### src/hdl/power_clock_reset_pkg.sv
// constants, types and state layout of the power, clock and reset manager
package power_clock_reset_pkg;
  // printed offsets are register indices; byte address is four times the index
  localparam logic [7:0] IDX_SLEEP = 8'h01;
  localparam logic [7:0] IDX_CPU_SEL = 8'h08;
  localparam logic [7:0] IDX_BUSA_SEL = 8'h09;
  localparam logic [7:0] IDX_BUSB_SEL = 8'h0a;
  localparam logic [7:0] IDX_BUSC_SEL = 8'h0b;
  localparam logic [7:0] IDX_FAST_MASK = 8'h14;
  localparam logic [7:0] IDX_BUSA_MASK = 8'h18;
  localparam logic [7:0] IDX_BUSB_MASK = 8'h1c;
  localparam logic [7:0] IDX_BUSC_MASK = 8'h20;
  localparam logic [7:0] IDX_IRQ_CLR = 8'h34;
  localparam logic [7:0] IDX_IRQ_SET = 8'h35;
  localparam logic [7:0] IDX_IRQ_FLAG = 8'h36;
  localparam logic [7:0] IDX_ORIGIN = 8'h38;
  localparam int unsigned ADDR_W = 10;
  localparam logic [1:0] ADDR_LSB = 2'b00;

  localparam int unsigned DIV_W = 3;
  localparam int unsigned PRE_W = 7;
  localparam logic [PRE_W-1:0] PRE_LAST = 7'h7f;
  localparam logic [PRE_W-1:0] PRE_ONE = 7'h01;

  localparam int unsigned AHB_W = 6;
  localparam int unsigned APBA_W = 7;
  localparam int unsigned APBB_W = 5;
  localparam int unsigned APBC_W = 20;
  // fast bus: bridge0..2, debug, flash controller, transfer engine
  localparam logic [AHB_W-1:0] AHB_RESET = 6'h3f;
  // bus A: protect0, power manager, sysctrl, generic clock, watchdog, rtc, ext irq
  localparam logic [APBA_W-1:0] APBA_RESET = 7'h7f;
  // bus B: protect1, debug, flash controller, port, transfer engine
  localparam logic [APBB_W-1:0] APBB_RESET = 5'h1f;
  // bus C: only the converter enabled
  localparam logic [APBC_W-1:0] APBC_RESET = 20'h10000;
  localparam int unsigned APBA_SELF_BIT = 1;
  localparam int unsigned AHB_BRIDGE_A_BIT = 0;

  localparam int unsigned RC_POR = 0;
  localparam int unsigned RC_CORE_BOD = 1;
  localparam int unsigned RC_SUPPLY_BOD = 2;
  localparam int unsigned RC_EXT = 4;
  localparam int unsigned RC_DOG = 5;
  localparam int unsigned RC_SOFT = 6;
  localparam int unsigned RC_W = 7;
  localparam logic [RC_W-1:0] RC_RESET = 7'h01;

  localparam int unsigned NUM_OSC = 4;
  localparam logic [1:0] RESP_OKAY = 2'b00;
  localparam logic [1:0] RESP_SLVERR = 2'b10;

  typedef enum logic [1:0] {
    IDLE_CPU = 2'b00,
    IDLE_AHB = 2'b01,
    IDLE_APB = 2'b10
  } idle_level_t;
  localparam logic [1:0] IDLE_RESERVED = 2'b11;

  typedef enum logic [1:0] {
    MODE_ACTIVE = 2'b00,
    MODE_IDLE = 2'b01,
    MODE_STANDBY = 2'b10
  } pm_mode_t;

  typedef struct packed {
    logic por;
    logic core_brownout_source;
    logic supply_brownout_source;
    logic ext_reset_n;
    logic watchdog_timer;
    logic cpu_soft_reset_request;
  } reset_src_t;

  typedef struct packed {
    logic backup_rst;
    logic debug_rst;
    logic system_rst;
  } domain_rst_t;

  typedef struct packed {
    logic wait_for_interrupt_instr;
    logic handler_return;
    logic sleep_after_handler;
    logic deep_sleep_select;
    logic wake_apb_irq;
    logic wake_ahb_irq;
    logic wake_async_irq;
  } sleep_ctl_t;

  typedef struct packed {
    logic cpu_clk_en;
    logic [AHB_W-1:0] fast_bus_clk_en;
    logic [APBA_W-1:0] bus_a_clk_en;
    logic [APBB_W-1:0] bus_b_clk_en;
    logic [APBC_W-1:0] bus_c_clk_en;
  } clk_en_t;

  typedef struct packed {
    pm_mode_t mode;
    logic main_clk_run;
    logic regulator_low_power;
    logic ram_low_power;
    logic generic_clock_unit_run;
    logic [NUM_OSC-1:0] osc_run;
  } power_state_t;

  typedef struct packed {
    logic [1:0] idle_level;
    logic [DIV_W-1:0] cpu_clock_select;
    logic [3*DIV_W-1:0] bus_clock_select;
    logic [DIV_W-1:0] cpu_div_eff;
    logic [3*DIV_W-1:0] bus_div_eff;
    logic settle_pending;
    logic [PRE_W-1:0] pre_cnt;
    logic [AHB_W-1:0] fast_bus_clock_gate_mask;
    logic [APBA_W-1:0] bus_a_gate_mask;
    logic [APBB_W-1:0] bus_b_gate_mask;
    logic [APBC_W-1:0] bus_c_gate_mask;
    logic irq_enable;
    logic irq_flag;
    logic [RC_W-1:0] reset_origin_record;
    domain_rst_t rst;
    clk_en_t clk;
    power_state_t pwr;
    logic aw_held;
    logic [ADDR_W-1:0] aw_addr;
    logic w_held;
    logic [31:0] w_data;
    logic [3:0] w_strb;
    logic bvalid;
    logic [1:0] bresp;
    logic rvalid;
    logic [31:0] rdata;
    logic [1:0] rresp;
  } pm_state_t;
endpackage

### src/hdl/power_clock_reset_manager.sv
// power, clock and reset manager with its axi4-lite register slave
module power_clock_reset_manager
  import power_clock_reset_pkg::*;
(
  input wire logic aclk,
  input wire logic aresetn,
  input wire logic [ADDR_W-1:0] s_axi_awaddr,
  input wire logic [2:0] s_axi_awprot,
  input wire logic s_axi_awvalid,
  output logic s_axi_awready,
  input wire logic [31:0] s_axi_wdata,
  input wire logic [3:0] s_axi_wstrb,
  input wire logic s_axi_wvalid,
  output logic s_axi_wready,
  output logic [1:0] s_axi_bresp,
  output logic s_axi_bvalid,
  input wire logic s_axi_bready,
  input wire logic [ADDR_W-1:0] s_axi_araddr,
  input wire logic [2:0] s_axi_arprot,
  input wire logic s_axi_arvalid,
  output logic s_axi_arready,
  output logic [31:0] s_axi_rdata,
  output logic [1:0] s_axi_rresp,
  output logic s_axi_rvalid,
  input wire logic s_axi_rready,
  input wire reset_src_t reset_src,
  input wire sleep_ctl_t sleep_ctl,
  input wire logic [NUM_OSC-1:0] osc_keep_in_standby,
  input wire logic [NUM_OSC-1:0] osc_run_on_request,
  input wire logic [NUM_OSC-1:0] osc_request,
  input wire logic generic_clock_unit_request,
  output domain_rst_t domain_rst,
  output clk_en_t clk_en,
  output power_state_t power_state,
  output logic irq
);

  pm_state_t q;
  pm_state_t d;

  function automatic logic div_tick(input logic [PRE_W-1:0] cnt, input logic [DIV_W-1:0] sel);
    logic [PRE_W-1:0] m;
    m = PRE_W'((PRE_ONE << sel) - PRE_ONE);
    return (cnt & m) == m;
  endfunction

  function automatic logic [31:0] merge(input logic [31:0] old, input logic [31:0] nw, input logic [3:0] strb);
    logic [31:0] r;
    r = old;
    for (int i = 0; i < 4; i++) begin
      if (strb[i]) begin
        r[8*i +: 8] = nw[8*i +: 8];
      end
    end
    return r;
  endfunction

  function automatic logic [ADDR_W-1:0] adr(input logic [7:0] idx);
    return {idx, ADDR_LSB};
  endfunction

  logic rst_any;
  logic aw_hs;
  logic w_hs;
  logic ar_hs;
  logic do_write;
  logic mask_lock;
  logic sel_write;
  logic apply;
  logic wake_idle;
  logic sleep_req;
  logic cpu_run;
  logic ahb_run;
  logic apb_run;
  logic [PRE_W-1:0] cnt_n;
  logic [31:0] wd;
  logic [31:0] rd;
  logic rd_ok;
  logic wr_ok;
  logic [ADDR_W-1:0] wa;

  assign s_axi_awready = ~q.aw_held;
  assign s_axi_wready = ~q.w_held;
  assign s_axi_arready = ~q.rvalid;
  assign s_axi_bvalid = q.bvalid;
  assign s_axi_bresp = q.bresp;
  assign s_axi_rvalid = q.rvalid;
  assign s_axi_rdata = q.rdata;
  assign s_axi_rresp = q.rresp;
  assign domain_rst = q.rst;
  assign clk_en = q.clk;
  assign power_state = q.pwr;
  assign irq = q.irq_flag & q.irq_enable;

  assign aw_hs = s_axi_awvalid & ~q.aw_held;
  assign w_hs = s_axi_wvalid & ~q.w_held;
  assign ar_hs = s_axi_arvalid & ~q.rvalid;
  assign do_write = q.aw_held & q.w_held & ~q.bvalid;
  assign wa = q.aw_addr;
  // manager's own bus clock or its bridge masked off: masks frozen
  assign mask_lock = ~q.bus_a_gate_mask[APBA_SELF_BIT] | ~q.fast_bus_clock_gate_mask[AHB_BRIDGE_A_BIT];
  assign rst_any = reset_src.por | reset_src.core_brownout_source | reset_src.supply_brownout_source
    | ~reset_src.ext_reset_n | reset_src.watchdog_timer | reset_src.cpu_soft_reset_request;

  always_comb begin
    rd = '0;
    rd_ok = 1'b1;
    unique case (s_axi_araddr)
      adr(IDX_SLEEP): rd[1:0] = q.idle_level;
      adr(IDX_CPU_SEL): rd[DIV_W-1:0] = q.cpu_clock_select;
      adr(IDX_BUSA_SEL): rd[DIV_W-1:0] = q.bus_clock_select[0 +: DIV_W];
      adr(IDX_BUSB_SEL): rd[DIV_W-1:0] = q.bus_clock_select[DIV_W +: DIV_W];
      adr(IDX_BUSC_SEL): rd[DIV_W-1:0] = q.bus_clock_select[2*DIV_W +: DIV_W];
      adr(IDX_FAST_MASK): rd[AHB_W-1:0] = q.fast_bus_clock_gate_mask;
      adr(IDX_BUSA_MASK): rd[APBA_W-1:0] = q.bus_a_gate_mask;
      adr(IDX_BUSB_MASK): rd[APBB_W-1:0] = q.bus_b_gate_mask;
      adr(IDX_BUSC_MASK): rd[APBC_W-1:0] = q.bus_c_gate_mask;
      adr(IDX_IRQ_CLR), adr(IDX_IRQ_SET): rd[0] = q.irq_enable;
      adr(IDX_IRQ_FLAG): rd[0] = q.irq_flag;
      adr(IDX_ORIGIN): rd[RC_W-1:0] = q.reset_origin_record;
      default: rd_ok = 1'b0;
    endcase
  end

  always_comb begin
    unique case (wa)
      adr(IDX_SLEEP), adr(IDX_CPU_SEL), adr(IDX_BUSA_SEL), adr(IDX_BUSB_SEL), adr(IDX_BUSC_SEL),
      adr(IDX_FAST_MASK), adr(IDX_BUSA_MASK), adr(IDX_BUSB_MASK), adr(IDX_BUSC_MASK),
      adr(IDX_IRQ_CLR), adr(IDX_IRQ_SET), adr(IDX_IRQ_FLAG), adr(IDX_ORIGIN): wr_ok = 1'b1;
      default: wr_ok = 1'b0;
    endcase
  end

  always_comb begin
    d = q;
    wd = merge(32'h0, q.w_data, q.w_strb);
    sel_write = 1'b0;

    // bus channels
    if (aw_hs) begin
      d.aw_held = 1'b1;
      d.aw_addr = s_axi_awaddr;
    end
    if (w_hs) begin
      d.w_held = 1'b1;
      d.w_data = s_axi_wdata;
      d.w_strb = s_axi_wstrb;
    end
    if (q.bvalid & s_axi_bready) begin
      d.bvalid = 1'b0;
    end
    if (q.rvalid & s_axi_rready) begin
      d.rvalid = 1'b0;
    end
    if (ar_hs) begin
      d.rvalid = 1'b1;
      d.rdata = rd;
      d.rresp = rd_ok ? RESP_OKAY : RESP_SLVERR;
    end

    if (do_write) begin
      d.aw_held = 1'b0;
      d.w_held = 1'b0;
      d.bvalid = 1'b1;
      d.bresp = wr_ok ? RESP_OKAY : RESP_SLVERR;
      if (q.w_strb[0]) begin
        unique case (wa)
          adr(IDX_SLEEP): begin
            if (wd[1:0] != IDLE_RESERVED) begin
              d.idle_level = wd[1:0];
            end
          end
          adr(IDX_CPU_SEL): begin
            d.cpu_clock_select = wd[DIV_W-1:0];
            sel_write = 1'b1;
          end
          adr(IDX_BUSA_SEL): begin
            d.bus_clock_select[0 +: DIV_W] = wd[DIV_W-1:0];
            sel_write = 1'b1;
          end
          adr(IDX_BUSB_SEL): begin
            d.bus_clock_select[DIV_W +: DIV_W] = wd[DIV_W-1:0];
            sel_write = 1'b1;
          end
          adr(IDX_BUSC_SEL): begin
            d.bus_clock_select[2*DIV_W +: DIV_W] = wd[DIV_W-1:0];
            sel_write = 1'b1;
          end
          adr(IDX_IRQ_SET): d.irq_enable = q.irq_enable | wd[0];
          adr(IDX_IRQ_CLR): d.irq_enable = q.irq_enable & ~wd[0];
          adr(IDX_IRQ_FLAG): d.irq_flag = q.irq_flag & ~wd[0];
          default: ;
        endcase
      end
      if (!mask_lock) begin
        unique case (wa)
          adr(IDX_FAST_MASK): d.fast_bus_clock_gate_mask =
            AHB_W'(merge(32'(q.fast_bus_clock_gate_mask), q.w_data, q.w_strb));
          adr(IDX_BUSA_MASK): d.bus_a_gate_mask = APBA_W'(merge(32'(q.bus_a_gate_mask), q.w_data, q.w_strb));
          adr(IDX_BUSB_MASK): d.bus_b_gate_mask = APBB_W'(merge(32'(q.bus_b_gate_mask), q.w_data, q.w_strb));
          adr(IDX_BUSC_MASK): d.bus_c_gate_mask = APBC_W'(merge(32'(q.bus_c_gate_mask), q.w_data, q.w_strb));
          default: ;
        endcase
      end
    end

    // prescaler: new setting applies only on the common wrap so all clocks stay aligned
    apply = q.settle_pending & (q.pre_cnt == PRE_LAST);
    if (apply) begin
      d.cpu_div_eff = q.cpu_clock_select;
      d.bus_div_eff = q.bus_clock_select;
      d.settle_pending = 1'b0;
    end
    if (sel_write) begin
      d.settle_pending = 1'b1;
      d.irq_flag = 1'b0;
    end
    if (apply) begin
      d.irq_flag = 1'b1;
    end
    cnt_n = PRE_W'(q.pre_cnt + PRE_ONE);
    d.pre_cnt = cnt_n;

    // sleep mode controller
    sleep_req = sleep_ctl.wait_for_interrupt_instr
      | (sleep_ctl.handler_return & sleep_ctl.sleep_after_handler);
    wake_idle = sleep_ctl.wake_async_irq
      | (sleep_ctl.wake_apb_irq & (q.idle_level != IDLE_APB))
      | (sleep_ctl.wake_ahb_irq & (q.idle_level == IDLE_CPU));
    unique case (q.pwr.mode)
      MODE_ACTIVE: begin
        if (sleep_req) begin
          d.pwr.mode = sleep_ctl.deep_sleep_select ? MODE_STANDBY : MODE_IDLE;
        end
      end
      MODE_IDLE: begin
        if (wake_idle) begin
          d.pwr.mode = MODE_ACTIVE;
        end
      end
      MODE_STANDBY: begin
        if (sleep_ctl.wake_async_irq) begin
          d.pwr.mode = MODE_ACTIVE;
        end
      end
      default: d.pwr.mode = MODE_ACTIVE;
    endcase

    // domain clocks follow the mode being entered
    cpu_run = d.pwr.mode == MODE_ACTIVE;
    ahb_run = cpu_run | ((d.pwr.mode == MODE_IDLE) & (q.idle_level == IDLE_CPU));
    apb_run = cpu_run | ((d.pwr.mode == MODE_IDLE) & (q.idle_level != IDLE_APB));
    d.clk.cpu_clk_en = cpu_run & div_tick(cnt_n, d.cpu_div_eff);
    // per-module gates: mask bit and running domain both needed
    d.clk.fast_bus_clk_en = {AHB_W{ahb_run & div_tick(cnt_n, d.cpu_div_eff)}}
      & q.fast_bus_clock_gate_mask;
    d.clk.bus_a_clk_en = {APBA_W{apb_run & div_tick(cnt_n, d.bus_div_eff[0 +: DIV_W])}}
      & q.bus_a_gate_mask;
    d.clk.bus_b_clk_en = {APBB_W{apb_run & div_tick(cnt_n, d.bus_div_eff[DIV_W +: DIV_W])}}
      & q.bus_b_gate_mask;
    d.clk.bus_c_clk_en = {APBC_W{apb_run & div_tick(cnt_n, d.bus_div_eff[2*DIV_W +: DIV_W])}}
      & q.bus_c_gate_mask;

    // standby power and oscillators
    d.pwr.main_clk_run = d.pwr.mode != MODE_STANDBY;
    d.pwr.regulator_low_power = d.pwr.mode == MODE_STANDBY;
    d.pwr.ram_low_power = d.pwr.mode == MODE_STANDBY;
    d.pwr.generic_clock_unit_run = (d.pwr.mode != MODE_STANDBY) | generic_clock_unit_request;
    for (int i = 0; i < NUM_OSC; i++) begin
      d.pwr.osc_run[i] = (~osc_run_on_request[i] | osc_request[i])
        & ((d.pwr.mode != MODE_STANDBY) | osc_keep_in_standby[i]);
    end

    // reset controller
    d.rst.backup_rst = reset_src.por | reset_src.core_brownout_source | reset_src.supply_brownout_source;
    d.rst.debug_rst = d.rst.backup_rst | ~reset_src.ext_reset_n;
    d.rst.system_rst = rst_any;
    if (rst_any) begin
      d.idle_level = IDLE_CPU;
      d.cpu_clock_select = '0;
      d.bus_clock_select = '0;
      d.cpu_div_eff = '0;
      d.bus_div_eff = '0;
      d.settle_pending = 1'b0;
      d.pre_cnt = '0;
      d.fast_bus_clock_gate_mask = AHB_RESET;
      d.bus_a_gate_mask = APBA_RESET;
      d.bus_b_gate_mask = APBB_RESET;
      d.bus_c_gate_mask = APBC_RESET;
      d.irq_enable = 1'b0;
      d.irq_flag = 1'b0;
      d.pwr.mode = MODE_ACTIVE;
      d.aw_held = 1'b0;
      d.w_held = 1'b0;
      d.bvalid = 1'b0;
      d.rvalid = 1'b0;
      d.reset_origin_record = '0;
      if (reset_src.por) begin
        d.reset_origin_record[RC_POR] = 1'b1;
      end else if (reset_src.core_brownout_source) begin
        d.reset_origin_record[RC_CORE_BOD] = 1'b1;
      end else if (reset_src.supply_brownout_source) begin
        d.reset_origin_record[RC_SUPPLY_BOD] = 1'b1;
      end else if (!reset_src.ext_reset_n) begin
        d.reset_origin_record[RC_EXT] = 1'b1;
      end else if (reset_src.watchdog_timer) begin
        d.reset_origin_record[RC_DOG] = 1'b1;
      end else begin
        d.reset_origin_record[RC_SOFT] = 1'b1;
      end
    end
  end

  always_ff @(posedge aclk) begin
    if (!aresetn) begin
      q <= '0;
      q.fast_bus_clock_gate_mask <= AHB_RESET;
      q.bus_a_gate_mask <= APBA_RESET;
      q.bus_b_gate_mask <= APBB_RESET;
      q.bus_c_gate_mask <= APBC_RESET;
      q.reset_origin_record <= RC_RESET;
      q.pwr.mode <= MODE_ACTIVE;
      q.pwr.main_clk_run <= 1'b1;
      q.pwr.generic_clock_unit_run <= 1'b1;
      q.rst.backup_rst <= 1'b1;
      q.rst.debug_rst <= 1'b1;
      q.rst.system_rst <= 1'b1;
    end else begin
      q <= d;
    end
  end

endmodule

### config.mk
export PLATFORM = sky130hd
export DESIGN_NAME = power_clock_reset_manager
export DESIGN_NICKNAME = d
export VERILOG_FILES = /design/src/hdl/power_clock_reset_pkg.sv /design/src/hdl/power_clock_reset_manager.sv
export SDC_FILE = /design/constraint.sdc
export NUM_CORES = 1
export LEC_CHECK = 0
export BUFFER_PORTS_ARGS = -buffer_cell sky130_fd_sc_hd__buf_2
export CAP_MARGIN = 25
export CORE_ASPECT_RATIO = 1.2
export CORE_UTILIZATION = 34
export CTS_CLUSTER_DIAMETER = 150
export DETAILED_ROUTE_END_ITERATION = 12
export PLACE_DENSITY = 0.55
export SYNTH_ARGS = -nofsm -noshare
export SYNTH_HDL_FRONTEND = slang
export SYNTH_SLANG_ARGS = --single-unit
### constraint.sdc
create_clock -name aclk -period 3.5 [get_ports aclk]
set_clock_uncertainty 0.15 [all_clocks]
set_input_delay 0.175 -clock aclk [delete_from_list [all_inputs] [get_ports aclk]]
set_output_delay 0.175 -clock aclk [all_outputs]
set_load 0.01 [all_outputs]
; Yosys cells after proc, flatten, opt, wreduce, memory -nomap -nowiden
; Index checks and enable logic that the tools add are counted.
[word_totals]
word_cells = 229
register_bits = 192
out_inout_bits = 94
[op_classes]
n_eq_ne = 38
n_addsub = 5
n_mux = 44
bitwise = 68
shift = 4
n_reduce_logical = 29
[op_table]
columns = op, count
row1 = 10-bit by 8-bit == test with 1-bit output (second input constant), 10
row2 = 10-bit by 6-bit == test with 1-bit output (second input constant), 8
row3 = 10-bit by 7-bit == test with 1-bit output (second input constant), 6
row4 = 7-bit bitwise AND, 5
row5 = 35-bit 2-to-1 mux, 1
row6 = 7-bit == test, 4
row7 = 4-bit AND reduction, 7
row8 = 1-bit by 3-bit << shifter with 7-bit output (first input constant), 4
row9 = 7-bit by 1-bit subtractor with 7-bit output (second input constant), 4
row10 = 13-bit 2-to-1 mux, 2
row11 = 13-bit OR reduction, 2
row12 = 1-bit bitwise AND, 25
row13 = 1-bit OR, 21
row14 = 20-bit bitwise AND, 1
row15 = 10-bit by 3-bit == test with 1-bit output (second input constant), 2
row16 = 1-bit 2-to-1 mux, 20
row17 = 3-bit AND reduction, 6
row18 = 2-bit 2-to-1 mux, 8
row19 = 3-bit 2-to-1 mux, 5
row20 = 1-bit NOT, 14
row21 = 1-bit case mux with 12 select lines, 1
row22 = 1-bit case mux with 10 select lines, 1
row23 = 2-bit case mux with 5 select lines, 1
row24 = 1-bit case mux with 9 select lines, 1
row25 = 17 further kinds, 29

; Logic depth before layout (Yosys ltp)
; Gate-level depths: netlist of the first run.
[depth]
ltp_word = 11
depth_mapped = 12
ltp_nobuf = 10

; Worst setup path before layout of the first run
; Ideal clock, no wire load.
[synth_path]
path_kind = reg-to-reg
start = reg q[185] (netlist bit)
end = reg q, in the netlist clk_en[38]
setup_slack_ps = 873
synth_period_minus_slack_ps = 2627
arrival_time_ps = 2336
required_time_ps = 3209
stages_incl_launch_ff = 11
path_cell_list = dfxtp_1 ha_1 buf_2 nand4_1 nor2_1 or3_1 a21o_1 ha_1 or4_4 o211ai_4 a2111oi_2
[synth_via]
elab_chain_cells = 8
word_cells_on_any_way = 9
classes_between = add/sub (2) / eq/ne (2) / shift (1) / mux (1) / bitwise (3)
[synth_rtl]
columns = item, line_no
row1 = start: declaration, power_clock_reset_manager.sv:38  ; pm_state_t q;
row2 = 7-bit == test, power_clock_reset_manager.sv:208  ; apply = q.settle_pending & (q.pre_cnt == PRE_LAST);
row3 = 1-bit bitwise AND, power_clock_reset_manager.sv:208
row4 = 13-bit 2-to-1 mux, power_clock_reset_manager.sv:209  ; if (apply) begin
row5 = 1-bit by 3-bit << shifter with 7-bit output, power_clock_reset_manager.sv:43  ; m = PRE_W'((PRE_ONE << sel) - PRE_ONE);
row6 = 7-bit by 1-bit subtractor with 7-bit output, power_clock_reset_manager.sv:43
row7 = 7-bit bitwise AND, power_clock_reset_manager.sv:44  ; return (cnt & m) == m;
row8 = 7-bit == test *, power_clock_reset_manager.sv:44
row9 = 1-bit bitwise AND *, power_clock_reset_manager.sv:253  ; d.clk.cpu_clk_en = cpu_run & div_tick(cnt_n, d.cpu_div_eff);
; Mark *: on every way between the ends. The rest lies on a longest branch, timed or not. The select of a mux whose other input is x is not followed.
; A chain may end at the register's enable or synchronous reset.

; Final worst setup path of the first run
; Ends and elaborated chain as after synthesis.

==> flow_summary.yaml, run 1 <==
cts:
  cts-resized-gates: 0
  clock_latency_ps: 430
  cts_setup_buffers: 0
  cts_max_path_buffers: 2
  clkSlewWorstSetupHoldPaths_ps: 70
  h-tree-depth: 4
  numCtsBuffers: 17
  cts-root-buf: "clkbuf_16"
  cts_num_sinks: 190
  cts_tree: "built"
route:
  wirelength_um: 24800
  vias: 7436
  drt_iter0_markers: 480
  avgViaCountPerCell: 5.06
  dr.pass1.iters: 5
  ant_nets: 0
  wl_per_cell_um: 16.9
  drc: 0
setup_path:
  worst-path-max-fanout: 9
  cp.required_ps: 3680
  cp_slowest_cell: "dfxtp_1"
  worst_setup_path_start_kind: "flop"
  critPathMaxStageDelay_ps: 530
  cp_cell_sequence: "ha_1 -> and4_1 -> nand2_8 -> mux2i_1 -> a21o_1 -> ha_1 -> nand4_1 -> nand3_1 -> a221o_1 -> a2111oi_2"
  r2r_cells: 10
  end_kind: "flop"
  critPathMostFrequentCell: "ha_1"
  worstSetupPathType: "reg2reg"
  arrival_ps: 3170
timing:
  finalCritPeriodShare: 0.854
  rsz0062_at_grt: "no"
  setup_viol: 0
  tightest_slew_ps: 862
  clock.fmax_ghz: 0.334
  maxSlewHeadroom: 0.425
  period_needed_ps: 2990
  tns_ps: 0
  drv_slew: 0
  hold_viol_final: 0
finish:
  nets: 1231
  drive_above_1_share: 0.209
  num-fill-cells: 2520
  fin_area_um2: 10300
  diodes: 0
  synthToLayoutAreaGrowth_pct: 19.5
  finalNonFillerCells: 1471
placement:
  place_hpwl_um: 17700
  portBuffers: 155
  place_area_um2: 9050
  placedCellCount: 1381
  gp_congestion: 0.876
synth:
  synth_edf_count: 0
  yosysTopAreaCell: "dfxtp_1"
  ys_seq_area_frac: 0.443
  synth.distinct_cells: 78
  syn_area_per_cell_um2: 8.45
  dominantRegCellSynth: "dfxtp_1"
  postSynthCellCount: 1016
  synth_top_area_share: 0.443
  synth_area_leaders: "dfxtp_1 44%, buf_4 8.0%, nand2_1 6.6%"
  synth_warnings: 0
  syn-cell-area_um2: 8580
  synthArstFlopShare: 0
  synth-seq-cells: 190
pwr:
  vdd_ir_drop_max_mv: 0.342
  p_per_area_nw_per_um2: 449
  p_leak_nw: 4.44
hold_path:
  hold_path.class: "in2reg"
  hold-path-cell-count: 4
flow_run:
  drv_cap: 0
floorplan:
  rows: 63
  core_um2: 24800
  fp.dieW_um: 147
  die_h_um: 176
  die_area_um2: 25900
  ios: 189
  initial_core_util: 0.347
global_route:
  antenna_found_initial: 0
  grt_pass1_vias: 7002
  gr-usage-all-layers: 0.192
  grt_overflow: 0
  grt_pass1_wl_um: 38100
  grt_max_degree: 48
status:
  status: "complete, no violations"
-- layout make-up --
class | count | area [µm²] | area share
Clock buffer | 20 | 457 | 0.0445
Tap cell | 325 | 407 | 0.0397
Sequential cell | 190 | 3800 | 0.371
Multi-Input combinational cell | 670 | 3830 | 0.374
Timing Repair Buffer | 231 | 1510 | 0.147
Inverter | 24 | 90.1 | 0.00879
Clock inverter | 11 | 159 | 0.0155
-- repair_timing --
action                                 in CTS  in global routing
endpoints found under the hold margin      52                  0
hold buffers                               59                  0
setup endpoints to repair                   0                  0
-- layer usage --
layer  wire (µm)  vias up  global-route usage
met3        1170       38              0.0377
met4         608        0              0.0709
met5           0        -                   0
met1       10700     3535               0.232
met2       12300      231               0.336
li1            -     3632                   -
-- path summary, 6_finish.rpt --
check | start | endpoint | slack (ps)
setup / recovery | q[185] | clk_en[38] | 510
hold / removal | s_axi_araddr[0] | s_axi_rdata[0] | 30
setup reg to reg | q[185] | clk_en[38] | 510
hold reg to reg | s_axi_rdata[9] | s_axi_rdata[9] | 300
-- Yosys cell counts (all sizes together), types with 3 or more instances --
cell type / number
clkbuf: 39
o311ai: 3
nand2b: 9
o21ai: 35
nor3: 23
and2: 7
a21oi: 71
and3: 6
o221a: 5
nand2: 152
a21boi: 11
nor2: 98
nand3: 69
inv: 23
nand3b: 3
a21o: 3
a311oi: 3
a31o: 3
nand4: 10
mux2: 8
buf: 106
a211oi: 4
or3: 8
mux2i: 46
xor2: 4
a32oi: 5
a31oi: 3
dfxtp: 190
nor2b: 9
nor4: 13
-- flip-flops by register name, indices dropped and copies added (netlist names), named ones only --
register and count:
q 104, clk_en 39, domain_rst 3, s_axi_bvalid 1, wa 10, s_axi_bresp 1
s_axi_rvalid 1, power_state 9, s_axi_rresp 1, s_axi_rdata 20
-- metrics by stage --
stage	utilization	hold WS [ps]	total power [mW]	worst slack [ps]
final	0.414	28.5	4.60	510
after detailed placement	0.366	228	2.59	544
after global routing	0.414	25.3	4.78	289
after CTS	0.414	13.7	4.65	513
after global placement	0.364	219	2.58	529
after floorplan	-	104	2.50	873
-- cell families (layout without fill, tap and decap cells) --
family	Yosys count	in the layout	synth area share
compound gates	172	172	0.130
simple gates	420	420	0.231
other cells	1	14	0.000437
buf+inv	169	286	0.117
xor+xnor	6	6	0.00612
mux	56	56	0.0698
flops	190	190	0.443
fa+ha+maj	2	2	0.00292
-- where the power goes --
part           total, mW  switching, mW  internal [mW]
sequential          2.26         0.0413           2.21
combinational      0.330          0.179          0.151
clock               2.02          0.849           1.17
total               4.60           1.07           3.53
-- placed cells by master (no fill, tap or decap), types with 3 or more instances in the layout --
cell	synthesis	routed
dfxtp_1	190	190
buf_2	9	155
nand2_1	151	151
nor2_1	97	97
a21oi_1	71	71
nand3_1	67	67
dlygate4sd3_1	0	59
mux2i_1	46	46
o21ai_0	35	35
inv_1	21	21
nor3_1	20	20
clkbuf_16	0	17
buf_4	91	16
conb_1	1	14
nor4_1	13	13
a21boi_0	11	11
nand4_1	10	10
nor2b_1	9	9
nand2b_1	9	9
or3_1	8	8
and2_1	7	7
mux2_2	7	7
and3_1	6	6
a32oi_1	5	5
o221a_2	5	5
a211oi_1	4	4
xor2_1	4	4
a21o_1	3	3
nor3_2	3	3
a311oi_1	3	3
nand3b_1	3	3
a31oi_1	3	3
a31o_2	3	3
bufinv_16	0	3
clkinvlp_4	0	3
clkinv_4	0	3
-- critical path: cells and delay by family, from the launching register on --
family | cells | cell delay, ps
AO/OA/AOI/OAI | 3 | 890
flip-flops | 1 | 530
adder cells (fa/ha/maj) | 2 | 480
multiplexers | 1 | 150
AND/OR/NAND/NOR | 4 | 680
(Power assumes the default switching activity.)
==> run 2, diff against run 1 <==
--- a/config.mk
+++ b/config.mk
@@ -11,7 +11,7 @@
 export CORE_UTILIZATION = 34
 export CTS_CLUSTER_DIAMETER = 150
 export DETAILED_ROUTE_END_ITERATION = 12
-export PLACE_DENSITY = 0.55
+export PLACE_DENSITY = 0.64
 export SYNTH_ARGS = -nofsm -noshare
 export SYNTH_HDL_FRONTEND = slang
 export SYNTH_SLANG_ARGS = --single-unit
==> run 2 against run 1 <==
Effect of this change:
- sequential share of layout area decreased by 0.077 points
- fmax fell by 1.2%
- critical path type unchanged
- total power up 1.4%
- global-route usage down 0.11 points
- sequential power hardly changed
- hold slack got worse by 18 ps
- design area up 0.21%
- flip-flop and latch count is the same
- setup slack worse by 37 ps
- non-clock buffer count fell by 1
==> flow_summary.yaml, run 2 (same netlist as run 1, synthesis figures left out) <==
floorplan:
  die_area_um2: 25900
  core_um2: 24800
  ios: 189
  fp.dieW_um: 147
  die_h_um: 176
  initial_core_util: 0.347
  rows: 63
setup_path:
  critPathMostFrequentCell: "ha_1"
  crit_start: "q[186]"
  critPathMaxStageDelay_ps: 500
  worstSetupPathType: "reg2reg"
  rrSetupSlack_ps: 470
  cp.required_ps: 3690
  worst-path-max-fanout: 11
  cp_cell_sequence: "ha_1 -> and4_1 -> nand2_8 -> nor4_1 -> a21oi_1 -> ha_1 -> nand4_1 -> nand3_1 -> a221o_1 -> a2111oi_2"
  arrival_ps: 3220
  end_kind: "flop"
  worst_setup_path_start_kind: "flop"
  cp_slowest_cell: "and4_1"
  rr_startpoint: "q[186]"
cts:
  clock_latency_ps: 450
  cts-resized-gates: 0
  cts_tree: "built"
  cts_max_path_buffers: 2
  numCtsBuffers: 17
  clkSlewWorstSetupHoldPaths_ps: 80
  h-tree-depth: 4
  cts_setup_buffers: 0
  cts-root-buf: "clkbuf_16"
  cts_num_sinks: 190
pwr:
  p_leak_nw: 4.44
  vdd_ir_drop_max_mv: 0.302
  power_mw: 4.67
  p_per_area_nw_per_um2: 455
timing:
  tightest_slew_ps: 805
  drv_slew: 0
  tns_ps: 0
  finalCritPeriodShare: 0.865
  hold_viol_final: 0
  period_needed_ps: 3030
  setup_viol: 0
  clock.fmax_ghz: 0.330
  maxSlewHeadroom: 0.462
  rsz0062_at_grt: "no"
finish:
  largest_reg_flops: 104
  register_area_um2: 3800
  multi_input_area_um2: 3830
  drive_above_1_share: 0.209
  nets: 1230
  final_common_cell: "dfxtp_1"
  num-fill-cells: 2525
  layout_common_cells: "190 x dfxtp_1, 155 x buf_2, 151 x nand2_1, 97 x nor2_1, 71 x a21oi_1"
  diodes: 0
  synthToLayoutAreaGrowth_pct: 19.7
  regMostFlops: "q"
route:
  dr.pass1.iters: 7
  wirelength_um: 24500
  drt_iter0_markers: 521
  avgViaCountPerCell: 5.12
  ant_nets: 0
  wl_per_cell_um: 16.6
  vias: 7532
  drc: 0
global_route:
  grt_pass1_wl_um: 38500
  globalRouteMet1Util: 0.229
  antenna_found_initial: 1
  gr-usage-all-layers: 0.191
  grt_overflow: 0
  grt_max_degree: 39
  use_met3: 0.0372
  top_usage_layer: "met2"
  grt_pass1_vias: 7223
  grtUsageMet2: 0.332
placement:
  gp_congestion: 0.907
  portBuffers: 155
  place_hpwl_um: 17600
hold_path:
  hold_path.startpoint: "s_axi_araddr[1]"
  hold_path.class: "in2reg"
flow_run:
  drv_cap: 0
status:
  status: "complete, no violations"
run 2: changes by cell type in the layout (fill, tap and decap cells not counted), sizes merged:
cell      before  now
bufinv         3    1
clkinvlp       3    1
clkbuf        20   17
inv           25   29
clkinv         4    8
buf          172  171
run 2: path summary, 6_finish.rpt:
path,endpoint,cells past startpoint
hold / removal,s_axi_rdata[0],4
setup / recovery,clk_en[38],10
setup reg to reg,clk_en[38],10
hold reg to reg,s_axi_rdata[7],2
run 2: area by class of cell:
class | instances | area share
multi-input cells | 670 | 0.373
flip-flops and latches | 190 | 0.370
repair buffers | 230 | 0.145
clock buffers | 17 | 0.0414
well taps | 325 | 0.0396
clock inverters | 15 | 0.0225
inverters | 24 | 0.00877
run 2: power by group:
| part | leakage (nW) | switching (mW) | internal [mW] |
|---|---|---|---|
| Clock | 0.311 | 1.03 | 1.06 |
| Sequential | 1.55 | 0.0394 | 2.21 |
| Combinational | 2.58 | 0.174 | 0.150 |
| Total | 4.44 | 1.24 | 3.43 |
run 2: per-layer routing:
metal  vias to the layer above  wire length (µm)  part of all wire
li1                       3642                 -                 -
met1                      3568             10400              0.42
met2                       268             12100              0.49
met4                         2               724             0.030
met5                         -                18           0.00074
met3                        52              1290             0.053
run 2: worst max-delay path: cells and delay by family, from the launching register on:
kind                       cells  cell delay (ps)
DFF                            1              360
and+or+nand+nor                5              960
adders and majority gates      2              660
AOI/OAI and AO/OA              3              810
run 2: through the flow:
stage          setup WS (ps)   util  hold slack, ps  area (µm²)  cells
2_1_floorplan            873      -             104        8630   1029
4_1_cts                  472  0.415            2.15       10300   1471
5_1_grt                  212  0.415            30.1       10300   1471
3_3_place_gp             554  0.364             218        9020   1379
6_report                 473  0.415            10.2       10300   1471
3_5_place_dp             507  0.365             217        9030   1380
run 2: what timing repair did:
action | in CTS | in global routing
setup endpoints to repair | 0 | 0
endpoints found under the hold margin | 54 | 0
hold buffers | 59 | 0
==> run 3, diff against run 2 <==
--- a/config.mk
+++ b/config.mk
@@ -6,8 +6,7 @@
 export NUM_CORES = 1
 export LEC_CHECK = 0
 export BUFFER_PORTS_ARGS = -buffer_cell sky130_fd_sc_hd__buf_2
-export CAP_MARGIN = 25
-export CORE_ASPECT_RATIO = 1.2
+export CAP_MARGIN = 20
 export CORE_UTILIZATION = 34
 export CTS_CLUSTER_DIAMETER = 150
 export DETAILED_ROUTE_END_ITERATION = 12
==> constraint.sdc (replaced) <==
create_clock -name aclk -period 3.23 [get_ports aclk]
set_clock_uncertainty 0.15 [all_clocks]
set_input_delay 0.1615 -clock aclk [delete_from_list [all_inputs] [get_ports aclk]]
set_output_delay 0.1615 -clock aclk [all_outputs]
set_load 0.01 [all_outputs]
==> run 3 against run 2 <==
Effect of this change:
- critical path depth decreased by 1
- sequential share of layout area up 0.059 points
- setup slack worse by 13 ps
- combinational power is 11% higher
- clock-buffer cell count increased by 3
==> flow_summary.yaml, run 3 (same netlist as run 1, synthesis figures left out) <==
placement:
  portBuffers: 155
  gp_congestion: 0.907
  place_hpwl_um: 17300
  placedCellCount: 1384
pwr:
  p_per_area_nw_per_um2: 466
  power_mw: 4.78
  p_leak_nw: 4.44
  vdd_ir_drop_max_mv: 0.299
global_route:
  grt_pass1_wl_um: 38600
  grt_pass1_vias: 7049
  grt_overflow: 0
  gr-usage-all-layers: 0.191
  grt_max_degree: 39
  antenna_found_initial: 1
hold_path:
  hold-path-cell-count: 4
  hold_path.class: "in2reg"
timing:
  clock.fmax_ghz: 0.361
  tns_ps: 0
  finalCritPeriodShare: 0.858
  setup_viol: 0
  tightest_slew_ps: 853
  timing.hold.ws_ps: 46.2
  maxSlewHeadroom: 0.430
  period_needed_ps: 2770
  drv_slew: 0
  hold_viol_final: 0
  rsz0062_at_grt: "no"
route:
  wirelength_um: 24500
  drc: 0
  dr.pass1.iters: 6
  wl_per_cell_um: 16.6
  drt_iter0_markers: 700
  vias: 7432
  ant_nets: 0
  avgViaCountPerCell: 5.02
cts:
  clkSlewWorstSetupHoldPaths_ps: 60
  cts_setup_buffers: 0
  cts-root-buf: "clkbuf_16"
  cts-resized-gates: 0
  cts_tree: "built"
  clock_latency_ps: 430
  cts_max_path_buffers: 2
  h-tree-depth: 4
  numCtsBuffers: 17
  cts_num_sinks: 190
floorplan:
  die_area_um2: 25900
  fp.dieW_um: 161
  rows: 57
  ios: 189
  initial_core_util: 0.350
  die_h_um: 161
  core_um2: 24500
finish:
  synthToLayoutAreaGrowth_pct: 19.5
  drive_above_1_share: 0.211
  regMostFlops: "q"
  largest_reg_flops: 104
  nets: 1239
  layout_common_cells: "190 x dfxtp_1, 155 x buf_2, 151 x nand2_1, 97 x nor2_1, 71 x a21oi_1"
  finalNonFillerCells: 1480
  final_common_cell: "dfxtp_1"
setup_path:
  cp.required_ps: 3410
  arrival_ps: 2950
  worstSetupPathType: "reg2reg"
  crit_buf_inv: 0
  end_kind: "flop"
  worst-path-max-fanout: 9
  cp_slowest_cell: "dfxtp_1"
  cp_cell_sequence: "and3_1 -> nand2_8 -> mux2i_1 -> a21o_1 -> ha_1 -> nand4_1 -> nand3_1 -> a221o_1 -> a2111oi_2"
  critPathMaxStageDelay_ps: 520
  crit_cells: 9
  worst_setup_path_start_kind: "flop"
  crit_family: "compound AO/OA/AOI/OAI gates"
  r2r_cells: 9
status:
  status: "complete, no violations"
flow_run:
  drv_cap: 0
run 3: layout make-up:
class | count | area (µm²)
diodes | 1 | 2.50
clock buffers | 20 | 447
clock inverters | 12 | 109
fillers | 2477 | 14300
inverters | 24 | 90.1
multi-input cells | 670 | 3840
flip-flops and latches | 190 | 3800
well taps | 324 | 405
repair buffers | 239 | 1560
run 3: final timing paths:
path / startpoint / end / slack (ps)
worst max-delay path: q[187] / clk_en[38] / 460
worst min-delay path: sleep_ctl[6] / clk_en[38] / 50
worst max register to register: q[187] / clk_en[38] / 460
worst min register to register: q[177] / clk_en[30] / 300
run 3: worst register-to-register path: cells and delay by family, from the launching register on:
kind / cells / cell delay (ps)
AOI/OAI and AO/OA: 3 / 900
and+or+nand+nor: 4 / 720
DFF: 1 / 520
adders and majority gates: 1 / 220
muxes: 1 / 160
run 3: through the flow:
step                area (µm²)  utilization  setup WS [ps]
floorplan                 8630            -            603
global placement          9070        0.370            506
detailed placement        9070        0.370            482
CTS                      10300        0.418            474
global route             10300        0.418            284
finish                   10300        0.418            460
run 3: where the power goes:
group	switching, mW	internal, mW
clock	0.949	1.03
combinational	0.195	0.166
sequential	0.0428	2.40
total	1.19	3.59
run 3: what timing repair did:
item | in CTS | in global routing
hold buffers | 63 | 0
setup endpoints to repair | 0 | 0
hold endpoints to repair | 54 | 0
run 3: metal layers:
metal / global-route usage / share of wire
met5: 0 / 0
met4: 0.0648 / 0.020
met3: 0.0377 / 0.063
met2: 0.309 / 0.47
met1: 0.253 / 0.45
